<file path="src/hdl/rqn_pkg.sv">
// Package of constants and types shared by the rotate and normalize sequencer ends
//
// Overview of operation
// - Start rotates MQ left by counter value
// - Own start command sets rotate-in-progress flip-flop unless count is zero
// - Each pulse rotates MQ, decrements, tests finish
// - Zero count: no pulses, no wait
// - Count one: last rotate, done, clear, resume
// - Nonzero count raises shift-wait at start
// - Controller prerotates accumulator 36 places first
// - Normalize start loads 36, sets flip-flop
// - Each pulse compares bits 34, 35; one path
// - Equal: rotate, decrement or load 71, resume 38
// - Differ: no rotate, clear flip-flop, resume
// - Thirty-seventh pulse rotates and loads 71
// - At 38 without difference: rotate, 37, end
// - Result has sign bit 35, msb bit 34
// - Counter read as size index, 36/0/37
// - Count 38..71 means msb in bits 0..33
package rqn_pkg;

    localparam int MQ_W = 36;
    localparam int ACC_W = 72;
    localparam int CNT_W = 7;
    localparam int DATA_W = 36;
    localparam int ADDR_W = 4;

    localparam int ACC_SIGN_BIT = 35;
    localparam int ACC_MSB_BIT = 34;

    localparam logic [CNT_W-1:0] CNT_ZERO = 7'h00;
    localparam logic [CNT_W-1:0] CNT_ONE = 7'h01;
    localparam logic [CNT_W-1:0] CNT_36 = 7'h24;
    localparam logic [CNT_W-1:0] CNT_38 = 7'h26;
    localparam logic [CNT_W-1:0] CNT_71 = 7'h47;

    localparam logic [MQ_W-1:0] MQ_RESET = 36'h0_0000_0000;
    localparam logic [ACC_W-1:0] ACC_RESET = 72'h00_0000_0000_0000_0000;

    // Controller register offsets
    localparam logic [ADDR_W-1:0] REG_CMD = 4'h0;
    localparam logic [ADDR_W-1:0] REG_COUNT = 4'h1;
    localparam logic [ADDR_W-1:0] REG_MQ = 4'h2;
    localparam logic [ADDR_W-1:0] REG_ACC_LO = 4'h3;
    localparam logic [ADDR_W-1:0] REG_ACC_HI = 4'h4;
    localparam logic [ADDR_W-1:0] REG_STATUS = 4'h5;

    localparam logic [DATA_W-1:0] CMD_ROTATE_MQ = 36'h0_0000_0001;
    localparam logic [DATA_W-1:0] CMD_NORMALIZE = 36'h0_0000_0002;
    localparam logic [DATA_W-1:0] DATA_ZERO = 36'h0_0000_0000;

    typedef enum logic [2:0] {
        CTL_IDLE = 3'b000,
        CTL_START = 3'b001,
        CTL_CHECK = 3'b010,
        CTL_RUN = 3'b011
    } rqn_ctl_state_type;

    typedef enum logic [1:0] {
        KIND_ROT_MQ = 2'b00,
        KIND_ROT_ACC = 2'b01,
        KIND_NORM = 2'b10
    } rqn_kind_type;

endpackage : rqn_pkg

</file>
<file path="src/hdl/rqn_if.sv">
// Interface joining the central timing control and the sequencer device
`timescale 1ns/1ps
interface rqn_if;
    logic start_rotate_mq;
    logic start_rotate_acc;
    logic start_normalize;
    logic gated_clock_pulse;
    logic load_mq;
    logic load_acc;
    logic load_count;
    logic [rqn_pkg::ACC_W-1:0] load_data;
    logic shift_wait;
    logic sequence_resume;
    logic shift_done;
    logic [rqn_pkg::MQ_W-1:0] mq_value;
    logic [rqn_pkg::ACC_W-1:0] acc_value;
    logic [rqn_pkg::CNT_W-1:0] count_value;

    modport ctl (
        output start_rotate_mq,
        output start_rotate_acc,
        output start_normalize,
        output gated_clock_pulse,
        output load_mq,
        output load_acc,
        output load_count,
        output load_data,
        input shift_wait,
        input sequence_resume,
        input shift_done,
        input mq_value,
        input acc_value,
        input count_value
    );

    modport dev (
        input start_rotate_mq,
        input start_rotate_acc,
        input start_normalize,
        input gated_clock_pulse,
        input load_mq,
        input load_acc,
        input load_count,
        input load_data,
        output shift_wait,
        output sequence_resume,
        output shift_done,
        output mq_value,
        output acc_value,
        output count_value
    );
endinterface : rqn_if

</file>
<file path="src/hdl/rqn_shift_counter.sv">
// Down-counting shift counter with load and zero, one and 38 detection
`timescale 1ns/1ps
module rqn_shift_counter (
    input wire logic core_clk,
    input wire logic sys_rst,
    input wire logic load_en,
    input wire logic [rqn_pkg::CNT_W-1:0] load_value,
    input wire logic dec_en,
    output logic [rqn_pkg::CNT_W-1:0] count,
    output logic is_zero,
    output logic is_one,
    output logic is_38
);

    logic [rqn_pkg::CNT_W-1:0] count_q;

    // Load wins over decrement; callers never ask for both
    always_ff @(posedge core_clk or posedge sys_rst) begin
        if (sys_rst) begin
            count_q <= rqn_pkg::CNT_ZERO;
        end else if (load_en) begin
            count_q <= load_value;
        end else if (dec_en) begin
            count_q <= count_q - rqn_pkg::CNT_ONE;
        end
    end

    assign count = count_q;
    assign is_zero = (count_q == rqn_pkg::CNT_ZERO);
    assign is_one = (count_q == rqn_pkg::CNT_ONE);
    assign is_38 = (count_q == rqn_pkg::CNT_38);

endmodule : rqn_shift_counter

</file>
<file path="src/hdl/rqn_device.sv">
// Sequencer device: MQ rotate, accumulator rotate and normalize on gated pulses
`timescale 1ns/1ps
module rqn_device (
    input wire logic core_clk,
    input wire logic sys_rst,
    rqn_if.dev bus,
    output logic mq_rotating,
    output logic acc_rotating,
    output logic normalizing
);

    ////////////////////////////////////////////////////////////////////////////
    // State

    logic rot_mq_q;
    logic rot_acc_q;
    logic norm_q;
    logic wait_q;
    logic resume_q;
    logic done_q;
    logic [rqn_pkg::MQ_W-1:0] mq_q;
    logic [rqn_pkg::ACC_W-1:0] acc_q;

    logic [rqn_pkg::CNT_W-1:0] cnt;
    logic cnt_zero;
    logic cnt_one;
    logic cnt_38;

    ////////////////////////////////////////////////////////////////////////////
    // Decode of starts and pulses

    logic idle;
    logic start_mq_ok;
    logic start_acc_ok;
    logic start_norm_ok;
    logic step_rot;
    logic step_norm;
    logic bits_equal;
    logic rot_last;
    logic norm_end;
    logic norm_wrap;

    // Starts and loads are taken only while nothing runs
    assign idle = !(rot_mq_q || rot_acc_q || norm_q);

    // A zero count gives a rotate start neither a flip-flop nor a wait; a normalize start ignores the count
    assign start_mq_ok = bus.start_rotate_mq && idle && !cnt_zero;
    assign start_acc_ok = bus.start_rotate_acc && idle && !cnt_zero;
    assign start_norm_ok = bus.start_normalize && idle;

    // Pulses reach the logic only through a set in-progress flip-flop
    assign step_rot = bus.gated_clock_pulse && (rot_mq_q || rot_acc_q);
    assign step_norm = bus.gated_clock_pulse && norm_q;

    // Sign and most significant bit compared; one path acts per pulse
    assign bits_equal = (acc_q[rqn_pkg::ACC_SIGN_BIT] == acc_q[rqn_pkg::ACC_MSB_BIT]);

    assign rot_last = step_rot && cnt_one;
    // Difference ends it, or the 38 count with sign still unbroken
    assign norm_end = step_norm && (!bits_equal || cnt_38);
    // After 36 equal tests the count is zero; reload so shifting goes on
    assign norm_wrap = step_norm && bits_equal && cnt_zero;

    ////////////////////////////////////////////////////////////////////////////
    // Shift counter

    logic cnt_load;
    logic [rqn_pkg::CNT_W-1:0] cnt_load_value;
    logic cnt_dec;

    always_comb begin
        cnt_load = 1'b0;
        cnt_load_value = bus.load_data[rqn_pkg::CNT_W-1:0];
        if (start_norm_ok) begin
            cnt_load = 1'b1;
            cnt_load_value = rqn_pkg::CNT_36;
        end else if (norm_wrap) begin
            cnt_load = 1'b1;
            cnt_load_value = rqn_pkg::CNT_71;
        end else if (bus.load_count && idle) begin
            cnt_load = 1'b1;
        end
    end

    // Decrement on every rotate step and on equal normalize steps at a nonzero count
    assign cnt_dec = step_rot || (step_norm && bits_equal && !cnt_zero);

    rqn_shift_counter u_shift_counter (
        .core_clk(core_clk),
        .sys_rst(sys_rst),
        .load_en(cnt_load),
        .load_value(cnt_load_value),
        .dec_en(cnt_dec),
        .count(cnt),
        .is_zero(cnt_zero),
        .is_one(cnt_one),
        .is_38(cnt_38)
    );

    ////////////////////////////////////////////////////////////////////////////
    // In-progress flip-flops

    always_ff @(posedge core_clk or posedge sys_rst) begin
        if (sys_rst) begin
            rot_mq_q <= 1'b0;
        end else if (start_mq_ok) begin
            rot_mq_q <= 1'b1;
        end else if (rot_last) begin
            rot_mq_q <= 1'b0;
        end
    end

    always_ff @(posedge core_clk or posedge sys_rst) begin
        if (sys_rst) begin
            rot_acc_q <= 1'b0;
        end else if (start_acc_ok) begin
            rot_acc_q <= 1'b1;
        end else if (rot_last) begin
            rot_acc_q <= 1'b0;
        end
    end

    always_ff @(posedge core_clk or posedge sys_rst) begin
        if (sys_rst) begin
            norm_q <= 1'b0;
        end else if (start_norm_ok) begin
            norm_q <= 1'b1;
        end else if (norm_end) begin
            norm_q <= 1'b0;
        end
    end

    ////////////////////////////////////////////////////////////////////////////
    // Handshake with the central timing control

    // Wait stands from an accepted start until the sequence ends
    always_ff @(posedge core_clk or posedge sys_rst) begin
        if (sys_rst) begin
            wait_q <= 1'b0;
        end else if (start_mq_ok || start_acc_ok || start_norm_ok) begin
            wait_q <= 1'b1;
        end else if (rot_last || norm_end) begin
            wait_q <= 1'b0;
        end
    end

    always_ff @(posedge core_clk or posedge sys_rst) begin
        if (sys_rst) begin
            resume_q <= 1'b0;
        end else begin
            resume_q <= rot_last || norm_end;
        end
    end

    always_ff @(posedge core_clk or posedge sys_rst) begin
        if (sys_rst) begin
            done_q <= 1'b0;
        end else begin
            done_q <= rot_last;
        end
    end

    ////////////////////////////////////////////////////////////////////////////
    // Data registers

    always_ff @(posedge core_clk or posedge sys_rst) begin
        if (sys_rst) begin
            mq_q <= rqn_pkg::MQ_RESET;
        end else if (step_rot && rot_mq_q) begin
            mq_q <= {mq_q[rqn_pkg::MQ_W-2:0], mq_q[rqn_pkg::MQ_W-1]};
        end else if (bus.load_mq && idle) begin
            mq_q <= bus.load_data[rqn_pkg::MQ_W-1:0];
        end
    end

    // Equal bits rotate; differing bits leave the word as the result
    always_ff @(posedge core_clk or posedge sys_rst) begin
        if (sys_rst) begin
            acc_q <= rqn_pkg::ACC_RESET;
        end else if ((step_rot && rot_acc_q) || (step_norm && bits_equal)) begin
            acc_q <= {acc_q[rqn_pkg::ACC_W-2:0], acc_q[rqn_pkg::ACC_W-1]};
        end else if (bus.load_acc && idle) begin
            acc_q <= bus.load_data;
        end
    end

    ////////////////////////////////////////////////////////////////////////////
    // Outputs

    assign bus.shift_wait = wait_q;
    assign bus.sequence_resume = resume_q;
    assign bus.shift_done = done_q;
    assign bus.mq_value = mq_q;
    assign bus.acc_value = acc_q;
    assign bus.count_value = cnt;
    assign mq_rotating = rot_mq_q;
    assign acc_rotating = rot_acc_q;
    assign normalizing = norm_q;

endmodule : rqn_device

</file>
<file path="src/flat_wrapper.sv">
// flat-port wrapper written by rule: the top's interface ports become plain ports
module rqn_device_flat 
  (core_clk, sys_rst, mq_rotating, acc_rotating, normalizing, bus_start_rotate_mq, bus_start_rotate_acc, bus_start_normalize, bus_gated_clock_pulse, bus_load_mq, bus_load_acc, bus_load_count, bus_load_data, bus_shift_wait, bus_sequence_resume, bus_shift_done, bus_mq_value, bus_acc_value, bus_count_value);
  rqn_if bus_i ();
  input wire logic core_clk;
  input wire logic sys_rst;
  output logic mq_rotating;
  output logic acc_rotating;
  output logic normalizing;
  input wire logic [$bits(bus_i.start_rotate_mq)-1:0] bus_start_rotate_mq;
  input wire logic [$bits(bus_i.start_rotate_acc)-1:0] bus_start_rotate_acc;
  input wire logic [$bits(bus_i.start_normalize)-1:0] bus_start_normalize;
  input wire logic [$bits(bus_i.gated_clock_pulse)-1:0] bus_gated_clock_pulse;
  input wire logic [$bits(bus_i.load_mq)-1:0] bus_load_mq;
  input wire logic [$bits(bus_i.load_acc)-1:0] bus_load_acc;
  input wire logic [$bits(bus_i.load_count)-1:0] bus_load_count;
  input wire logic [$bits(bus_i.load_data)-1:0] bus_load_data;
  output wire logic [$bits(bus_i.shift_wait)-1:0] bus_shift_wait;
  output wire logic [$bits(bus_i.sequence_resume)-1:0] bus_sequence_resume;
  output wire logic [$bits(bus_i.shift_done)-1:0] bus_shift_done;
  output wire logic [$bits(bus_i.mq_value)-1:0] bus_mq_value;
  output wire logic [$bits(bus_i.acc_value)-1:0] bus_acc_value;
  output wire logic [$bits(bus_i.count_value)-1:0] bus_count_value;
  assign bus_i.start_rotate_mq = bus_start_rotate_mq;
  assign bus_i.start_rotate_acc = bus_start_rotate_acc;
  assign bus_i.start_normalize = bus_start_normalize;
  assign bus_i.gated_clock_pulse = bus_gated_clock_pulse;
  assign bus_i.load_mq = bus_load_mq;
  assign bus_i.load_acc = bus_load_acc;
  assign bus_i.load_count = bus_load_count;
  assign bus_i.load_data = bus_load_data;
  assign bus_shift_wait = bus_i.shift_wait;
  assign bus_sequence_resume = bus_i.sequence_resume;
  assign bus_shift_done = bus_i.shift_done;
  assign bus_mq_value = bus_i.mq_value;
  assign bus_acc_value = bus_i.acc_value;
  assign bus_count_value = bus_i.count_value;
  rqn_device u_core (.core_clk(core_clk), .sys_rst(sys_rst), .bus(bus_i), .mq_rotating(mq_rotating), .acc_rotating(acc_rotating), .normalizing(normalizing));
endmodule
</file>
<file path="config.mk">
export PLATFORM = sky130hd
export DESIGN_NAME = rqn_device_flat
export DESIGN_NICKNAME = d
export VERILOG_FILES = /design/src/hdl/rqn_pkg.sv /design/src/hdl/rqn_if.sv /design/src/hdl/rqn_shift_counter.sv /design/src/hdl/rqn_device.sv /design/src/flat_wrapper.sv
export SDC_FILE = /design/constraint.sdc
export NUM_CORES = 1
export LEC_CHECK = 0
export BUFFER_PORTS_ARGS = -buffer_cell sky130_fd_sc_hd__buf_2
export CORE_MARGIN = 2
export CORE_UTILIZATION = 40
export CTS_BUF_LIST = sky130_fd_sc_hd__clkbuf_8
export CTS_CLUSTER_DIAMETER = 60
export CTS_CLUSTER_SIZE = 12
export DETAILED_ROUTE_END_ITERATION = 7
export PLACE_DENSITY = 0.69
export SLEW_MARGIN = 10
export SYNTH_ARGS = -nofsm -noshare
export SYNTH_HDL_FRONTEND = slang
export SYNTH_HIERARCHICAL = 1
export SYNTH_SLANG_ARGS = --single-unit
</file>
<file path="constraint.sdc">
create_clock -name core_clk -period 8.69 [get_ports core_clk]
set_input_delay 0.869 -clock core_clk [delete_from_list [all_inputs] [get_ports core_clk]]
set_output_delay 0.869 -clock core_clk [all_outputs]
set_load 0.005 [all_outputs]
</file>
==> flow_metrics.tcl, run 1 <==
set metrics [dict create \
    cp.arrival_ns 3.19 \
    synthTopCellsByArea "dfrtp_1, mux2_2, mux2_4, buf_6, buf_8" \
    synthTopCellsByCount "mux2_2, dfrtp_1, nand2_1" \
    grt-ovfl-total 0 \
    path_class "flip-flop to flip-flop" \
    clk_latency_ns 0.43 \
    clock.fmax_ghz 0.351 \
    drtIter0Drc 211 \
    dieArea_um2 16900 \
    htreeDepth 4 \
    start_kind "flip-flop" \
    setup_tns_ns 0 \
    final_core_util_pct 49.7 \
    synth.yosys.seq_area_share_pct 47.7 \
    cts_root_buf "clkbuf_8" \
    fin_skew_ns 0.0109 \
    p_leak_nw 3.68 \
    yosysTopAreaCellShare_pct 47.7 \
    rr_worst_depth 8 \
    drtPass1Iterations 4 \
    async_reset_ff_share_pct 100 \
    place_inst 839 \
    cts_resized 0 \
    numCtsBuffers 17 \
    vias 4362 \
    crit_path_start "u_core/u_shift_counter/count[0]$_DFFE_PP0P_" \
    rows 46 \
    wire_per_inst_um 16.5 \
    grt_pass1_vias 4489 \
    cts_tree "yes" \
    status "completed" \
    portBuffers 201 \
    synth.distinct_cells 42 \
    yosys.cell_count.top_type "mux2_2" \
    wl_mm 14.4 \
    finalPower_mw 2.89 \
    cp-end-kind "flip-flop" \
    core_area_um2 15700 \
    slew_violations 0 \
    hold_viol 0 \
    slew_headroom_pct 34.1 \
    clock_sinks 121 \
    synth_top_area_cell "dfrtp_1" \
    grt_usage_pct 17.3 \
    ctsHoldBuffers 0 \
    holdWs_ns 0.400 \
    worst_pin_slew_ns 0.985 \
    cp-endpoint "u_core/u_shift_counter/count[5]$_DFFE_PP0P_" \
    fin_crit_sh_pct 32.8 \
    grt_antenna_before_repair 0 \
    dp_hpwl_mm 10.2 \
    io_pins 202 \
    hp-class "primary input to async pin" \
    postRouteAntennaNets 0 \
    yosysWarnings 6 \
    peakVddDrop_v 0.000163 \
    synthesis.area_um2 6340 \
    synth_nets 527 \
    postCtsSetupRepairBufs 0 \
    synth_ff_type "dfrtp_1" \
    path_max_fanout 6 \
    routed_via_density 5.01 \
    rr_startpoint "u_core/u_shift_counter/count[0]$_DFFE_PP0P_" \
    final_cells 870 \
    p_per_area_nw_per_um2 370 \
    grt_max_degree 71 \
    r2r_slack_ns 5.84 \
    syn_to_final_growth_pct 23.1 \
    rsz0062_at_grt "no" \
    synthCells 442 \
    place.gp.congestion 0.825 \
    ys_seq_elements 121 \
    layout.nets 727 \
    finalSetupViolations 0 \
    clk_path_buf_depth 2 \
    synth_area_per_cell_um2 14.4 \
    drc 0 \
    start_util_pct 40.4 \
    min_period_ns 2.85 \
    die_x_um 130 \
    cap_viol_max_count 0 \
    synth-edff-count 0 \
    timing.rr.end "u_core/u_shift_counter/count[5]$_DFFE_PP0P_" \
    final_layout_size_suffix_gt1_share_pct 70.1 \
    die_height_um 130 \
    clkTransAtPathRegs_ns 0.07 \
    required_ns 9.04 \
    grt_pass1_wl_mm 22.7 \
]
## worst max-delay path, stage by stage, from the launching register on
cell and delay (ns):
dfrtp_1 0.45, inv_1 0.12, ha_1 0.23, and2_1 0.19
nand3b_1 0.16, a21boi_0 0.67, or3b_1 0.43, or4_1 0.42
o211ai_1 0.11
## cell usage in the layout, fill, tap and decap left out, drive strengths merged, types with 2 or more instances in the layout
cell | synthesis | layout
or4 | 3 | 3
a22o | 3 | 3
and2 | 3 | 3
buf | 25 | 206
nor2 | 4 | 4
o21ai | 6 | 6
xnor2 | 4 | 4
nor4 | 2 | 2
inv | 9 | 11
o21a | 3 | 3
nor4b | 2 | 2
nand3b | 2 | 2
nand3 | 2 | 2
nand2 | 13 | 13
clkbuf | 0 | 21
mux2 | 217 | 217
and3 | 2 | 2
clkinv | 0 | 3
dfrtp | 121 | 121
o211ai | 3 | 3
ha | 4 | 4
bufinv | 0 | 3
## area by class of cell
type	instances	area, µm²
sequential	121	3030
inverter	9	36.3
clock inverter	9	124
tap	216	270
timing repair buffer	206	1040
clock buffer	21	289
fill	1426	7900
antenna	1	2.50
multi-input combinational	287	3020
## sequential cells by signal, summed over array words and instances (netlist names)
signal                        count
u_core/acc_rotating               1
u_core/bus.sequence_resume        1
u_core/bus.mq_value              36
u_core/bus.acc_value             72
u_core/bus.shift_wait             1
u_core/mq_rotating                1
u_core/normalizing                1
u_core/bus.shift_done             1
u_core/u_shift_counter/count      7
## report_power, final
| part | switching, mW | internal, mW | total [mW] |
|---|---|---|---|
| Clock | 0.217 | 0.309 | 0.525 |
| Combinational | 0.485 | 0.781 | 1.27 |
| Sequential | 0.243 | 0.854 | 1.10 |
## per-stage QoR
stage	setup WS, ns	area [µm²]
after global placement	5.49	7390
after CTS	5.91	7810
after global routing	5.69	7810
after detailed placement	5.44	7390
after floorplan	4.81	6340
final	5.84	7810
## metal layers
metal	GRT usage [%]	share of wire (%)
met4	6.39	2.0
met2	27.6	49
met5	0	0
met1	21.8	43
met3	5.95	6.1
## cells by family after synthesis
family,count (synthesis),synth area share (%)
AND/OR/NAND/NOR,39,3.65
XOR/XNOR,5,0.809
flip-flops,121,47.7
adder cells (fa/ha/maj),4,0.789
buffers and inverters,34,4.85
multiplexers,218,39.3
AO/OA/AOI/OAI,21,2.90
## worst min path at each step
stage                                         from                                          end  slack [ns]  cells after the start
4_1_cts                                    sys_rst  u_core/u_shift_counter/count[2]$_DFFE_PP0P_        0.36                      2
3_3_place_gp   u_core/bus.mq_value[23]$_DFFE_PP0P_          u_core/bus.mq_value[23]$_DFFE_PP0P_        0.50                      1
5_1_grt                                    sys_rst  u_core/u_shift_counter/count[1]$_DFFE_PP0P_        0.38                      2
6_report                                   sys_rst  u_core/u_shift_counter/count[2]$_DFFE_PP0P_        0.40                      2
3_5_place_dp   u_core/bus.mq_value[26]$_DFFE_PP0P_          u_core/bus.mq_value[26]$_DFFE_PP0P_        0.51                      1
2_1_floorplan  u_core/bus.mq_value[23]$_DFFE_PP0P_          u_core/bus.mq_value[23]$_DFFE_PP0P_        0.51                      1
No activity file was read; power rests on OpenSTA's default activity.
==> run 2, diff against run 1 <==
Settings changed: PLACE_DENSITY 0.69 to 0.72.
Clock period 8.69 ns to 2.54 ns, I/O delays scaled along.
==> flow_metrics.tcl, run 2 (same netlist as run 1, synthesis figures left out) <==
set metrics [dict create \
    clk_latency_ns 0.42 \
    rsz0062_at_grt "no" \
    drtIter0Drc 116 \
    required_ns 2.89 \
    start_kind "flip-flop" \
    path_class "flip-flop to flip-flop" \
    cp-end-kind "flip-flop" \
    grt-ovfl-total 0 \
    layout.cells.most_common_list "mux2_2, buf_2, dfrtp_1" \
    met1_usage_pct 20.9 \
    rr_worst_depth 8 \
    die_height_um 130 \
    cts_tree "yes" \
    clkTransAtPathRegs_ns 0.07 \
    dpl_worst_slack_ns 0.216 \
    dp_hpwl_mm 10.4 \
    clock_sinks 121 \
    wl_mm 14.3 \
    routed_via_density 4.89 \
    drtPass1Iterations 4 \
    dieArea_um2 16900 \
    postCtsSetupRepairBufs 0 \
    grt_pass1_vias 4486 \
    largest_register_ffs 72 \
    final_core_util_pct 50.1 \
    drc 0 \
    status "completed" \
    p_leak_nw 3.71 \
    grt_antenna_before_repair 0 \
    portBuffers 201 \
    vias 4277 \
    grt_max_degree 45 \
    use_met2_pct 27.9 \
    fin_ws_ns 0.256 \
    diodes 0 \
    cts_root_buf "clkbuf_8" \
    slew_headroom_pct 38.6 \
    place_area_um2 7510 \
    postRouteAntennaNets 0 \
    post-route-cell-area_um2 7870 \
    grt_usage_pct 17.0 \
    path_max_fanout 6 \
    core_area_um2 15700 \
    numCtsBuffers 17 \
    layout_commonest_cell "mux2_2" \
    clock.fmax_ghz 0.438 \
    syn_to_final_growth_pct 24.0 \
    start_util_pct 40.4 \
    final_layout_size_suffix_gt1_share_pct 70.1 \
    holdWs_ns 0.0670 \
    layout.nets 733 \
    place.gp.congestion 0.902 \
    wire_per_inst_um 16.3 \
    p_per_area_nw_per_um2 1240 \
    setup_tns_ns 0 \
    final_cells 875 \
    worst_pin_slew_ns 0.919 \
    grt_pass1_wl_mm 22.5 \
    htreeDepth 4 \
    hold_viol 0 \
    min_period_ns 2.28 \
    hp-class "primary input to flip-flop" \
    place_inst 844 \
    gr-max-usage-layer "met2" \
    clk_path_buf_depth 2 \
    io_pins 202 \
    met3_usage_pct 6.40 \
    peakVddDrop_v 0.000552 \
    fin_skew_ns 0.00968 \
    finalSetupViolations 0 \
    hold_depth 2 \
    cap_viol_max_count 0 \
    slew_violations 0 \
    rows 46 \
    die_x_um 130 \
    finalPower_mw 9.74 \
    cp.arrival_ns 2.63 \
    fin_crit_sh_pct 89.9 \
]
## run 2: worst paths after layout
check	startpoint	to	slack, ns
min in group asynchronous	sys_rst	u_core/u_shift_counter/count[5]$_DFFE_PP0P_	0.34
max	u_core/u_shift_counter/count[0]$_DFFE_PP0P_	u_core/u_shift_counter/count[5]$_DFFE_PP0P_	0.26
min reg2reg	u_core/bus.mq_value[24]$_DFFE_PP0P_	u_core/bus.mq_value[24]$_DFFE_PP0P_	0.52
max in group asynchronous	sys_rst	u_core/bus.mq_value[1]$_DFFE_PP0P_	1.25
max reg2reg	u_core/u_shift_counter/count[0]$_DFFE_PP0P_	u_core/u_shift_counter/count[5]$_DFFE_PP0P_	0.26
min	bus_start_rotate_acc	u_core/acc_rotating$_DFFE_PP0P_	0.07
## run 2: critical path: stages, from the launching register on
cell and delay, ns:
dfrtp_1 0.45, inv_1 0.12, ha_1 0.21, and2_1 0.18, nand3b_1 0.17, a21boi_1 0.20, or3b_1 0.38, or4_1 0.40
o211ai_1 0.10
## run 2: cell type report
| class | instances | area [µm²] |
|---|---|---|
| timing repair buffer | 212 | 1170 |
| tap | 216 | 270 |
| multi-input combinational | 287 | 3020 |
| clock buffer | 17 | 234 |
| sequential | 121 | 3030 |
| inverter | 9 | 37.5 |
| clock inverter | 13 | 116 |
| fill | 1407 | 7840 |
## run 2: where the power goes
group | internal [mW] | switching (mW)
Combinational | 2.73 | 1.68
Sequential | 2.92 | 0.811
Clock | 0.837 | 0.753
## run 2: timing repair
| action | in CTS | in global routing |
|---|---|---|
| hold endpoints to repair | 7 | 0 |
| setup endpoints to repair | 0 | 1 |
| resized for setup | 0 | 1 |
| hold buffers | 1 | 0 |
## run 2: per-layer routing
metal,share of wire (%),vias up
met1,42,2104
met2,49,138
li1,-,2021
met3,7.3,14
met5,0,-
met4,1.3,0
==> run 3, diff against run 2 <==
Settings changed: ABC_AREA set to 1, PLACE_DENSITY 0.72 to 0.65, TNS_END_PERCENT set to 30.
==> flow_metrics.tcl, run 3 <==
set metrics [dict create \
    rr_startpoint "u_core/u_shift_counter/count[0]$_DFFE_PP0P_" \
    async_reset_ff_share_pct 100 \
    place.gp.congestion 0.903 \
    clk_latency_ns 0.43 \
    register_area_um2 3030 \
    worst_pin_slew_ns 0.795 \
    start_util_pct 41.0 \
    path_max_fanout 7 \
    critPathTopFamily "simple AND/OR/NAND/NOR gates" \
    peakVddDrop_v 0.000707 \
    synth.yosys.seq_area_share_pct 41.0 \
    dieArea_um2 19600 \
    drc 0 \
    grt-ovfl-total 0 \
    synth_ff_type "dfrtp_1" \
    cp-endpoint "u_core/u_shift_counter/count[4]$_DFFE_PP0P_" \
    crit_cells 12 \
    p_switching_mw 4.96 \
    grt_antenna_before_repair 2 \
    synth-simple-area-share_pct 45.0 \
    synthesis.area_um2 7390 \
    p_int_mw 6.21 \
    crit_path_max_incr_delay_ns 0.46 \
    clock.fmax_ghz 0.447 \
    post-route-cell-area_um2 8990 \
    wire_per_inst_um 15.9 \
    num-fill-cells 1867 \
    cts_tree "yes" \
    grt_max_degree 145 \
    vias 7562 \
    synth_top_family_by_area "simple AND/OR/NAND/NOR gates" \
    synthTopCellsByCount "nand2_1, nand4_1, inv_1" \
    synth_adder_area_share_pct 0.677 \
    largest_register_ffs 72 \
    yosysWarnings 6 \
    crit_path_start "u_core/u_shift_counter/count[0]$_DFFE_PP0P_" \
    status "completed" \
    cap_viol_max_count 0 \
    final_layout_size_suffix_gt1_share_pct 22.7 \
    critPathBufInv 3 \
    p_clk_share_pct 17.7 \
    synth_compound_area_share_pct 0.847 \
    cp-end-kind "flip-flop" \
    layout_commonest_cell "nand2_1" \
    core_area_um2 18000 \
    clkTransAtPathRegs_ns 0.07 \
    clk_path_buf_depth 2 \
    path_class "flip-flop to flip-flop" \
    finalPower_mw 11.2 \
    routed_via_density 5.22 \
    r2r_slack_ns 0.30 \
    crit_top_cell "nand2_1" \
    syn_to_final_growth_pct 21.6 \
    fin_skew_ns 0.00967 \
    timing.rr.end "u_core/u_shift_counter/count[4]$_DFFE_PP0P_" \
    synthCells 1051 \
    min_period_ns 2.24 \
    slew_violations 0 \
    ys_seq_elements 121 \
    power_frac_comb_pct 48.5 \
    die_x_um 140 \
    drtPass1Iterations 6 \
    p_leak_nw 5.09 \
    grt_pass1_wl_mm 37.1 \
    multi_input_area_um2 3480 \
    hp-class "primary input to flip-flop" \
    io_pins 202 \
    postRouteAntennaNets 0 \
    p_per_area_nw_per_um2 1240 \
    switching_share_pct 44.4 \
    synthTopCellsByArea "dfrtp_1, nand2_1, nand4_1, nand3_1, inv_1" \
    required_ns 2.86 \
    yosysTopAreaCellShare_pct 41.0 \
    setup_tns_ns 0 \
    grt_usage_pct 23.3 \
    worstPathCellList "inv_1, ha_1, nand2_1, nor2_1, nand4_1, nand2_1, inv_1, nand2_2, buf_4, nor2_2, a22oi_1, nand2_1" \
    hold_viol 0 \
    rsz0062_at_grt "no" \
    synth_nets 1136 \
    cp.arrival_ns 2.56 \
    rr_worst_depth 12 \
    place_area_um2 8520 \
    layout.cells.most_common_list "nand2_1, buf_2, nand4_1" \
    rows 49 \
    portBuffers 201 \
    htreeDepth 4 \
    power_frac_seq_pct 33.8 \
    start_kind "flip-flop" \
    synth-edff-count 0 \
    synth_top_area_cell "dfrtp_1" \
    yosys.cell_count.top_type "nand2_1" \
    synth.distinct_cells 27 \
    clock_sinks 121 \
    drtIter0Drc 513 \
    finalSetupViolations 0 \
    wl_mm 23.0 \
    synth_xor_area_share_pct 0.119 \
    fin_crit_sh_pct 88.1 \
    cts_root_buf "clkbuf_8" \
    synth.area.mux_share_pct 0 \
    synth_area_per_cell_um2 7.03 \
    dp_hpwl_mm 15.3 \
    slew_headroom_pct 46.9 \
    numCtsBuffers 17 \
    layout.nets 1291 \
    grt_pass1_vias 6874 \
    critical-path-slowest-cell "dfrtp_1" \
    die_height_um 140 \
]
[run 3: power by group through the flow]
| stage | combinational [mW] | clock [mW] | sequential [mW] |
|---|---|---|---|
| final | 5.42 | 1.97 | 3.78 |
| after global routing | 6.18 | 2.11 | 3.91 |
| after CTS | 5.45 | 2.00 | 3.78 |
| after detailed placement | 5.45 | 0 | 3.78 |
| after global placement | 5.38 | 0 | 3.79 |
| after floorplan | 3.49 | 0 | 3.72 |
[run 3: worst min path at each step]
stage	start	end	slack (ns)	depth (start not counted)
finish	bus_start_rotate_mq	u_core/mq_rotating$_DFFE_PP0P_	0.14	3
global route	bus_load_data[25]	u_core/bus.mq_value[25]$_DFFE_PP0P_	0.13	5
CTS	bus_start_rotate_mq	u_core/mq_rotating$_DFFE_PP0P_	0.10	3
detailed placement	sys_rst	u_core/u_shift_counter/count[1]$_DFFE_PP0P_	0.26	2
global placement	sys_rst	u_core/u_shift_counter/count[2]$_DFFE_PP0P_	0.26	2
floorplan	sys_rst	u_core/u_shift_counter/count[0]$_DFFE_PP0P_	0.06	1
[run 3: tightest hold or removal path, stage by stage]
cell and delay [ns]:
buf_2 0.12, nand4_1 0.10, nand2_1 0.05
[run 3: cell families (layout without fill, tap and decap cells)]
logic type,after synthesis,count (layout)
fa+ha+maj,4,4
xor+xnor,1,1
simple gates,695,695
other cells,0,2
buf+inv,220,388
flops,121,121
compound gates,10,10
[run 3: area by class of cell]
type / count / share of cell area [%]
flip-flops and latches: 121 / 33.7
diodes: 2 / 0.0557
multi-input cells: 710 / 38.8
clock buffers: 20 / 3.06
clock inverters: 12 / 1.91
inverters: 133 / 5.60
well taps: 229 / 3.19
repair buffers: 223 / 13.8
[run 3: stage by stage]
step	std cells	util [%]	hold slack [ns]	setup WS, ns
2_1_floorplan	1051	-	0.0574	0.636
3_3_place_gp	1415	47.3	0.260	0.177
3_5_place_dp	1415	47.3	0.262	0.243
4_1_cts	1448	49.8	0.105	0.223
5_1_grt	1450	49.9	0.130	0.0552
6_report	1450	49.9	0.137	0.301
[run 3: metal layers]
layer	global-route usage (%)	up-vias	share of wire [%]
met5	0	-	0
met4	7.53	0	1.9
met3	4.03	26	5.7
met2	34.9	268	45
met1	34.4	3518	47
li1	-	3750	-
[run 3: timing repair]
| item | CTS | global route |
|---|---|---|
| endpoints found under the hold margin | 35 | 0 |
| buffers inserted | 0 | 0 |
| resized for setup | 0 | 1 |
| hold buffers | 1 | 0 |
| endpoints found under the setup margin | 0 | 4 |
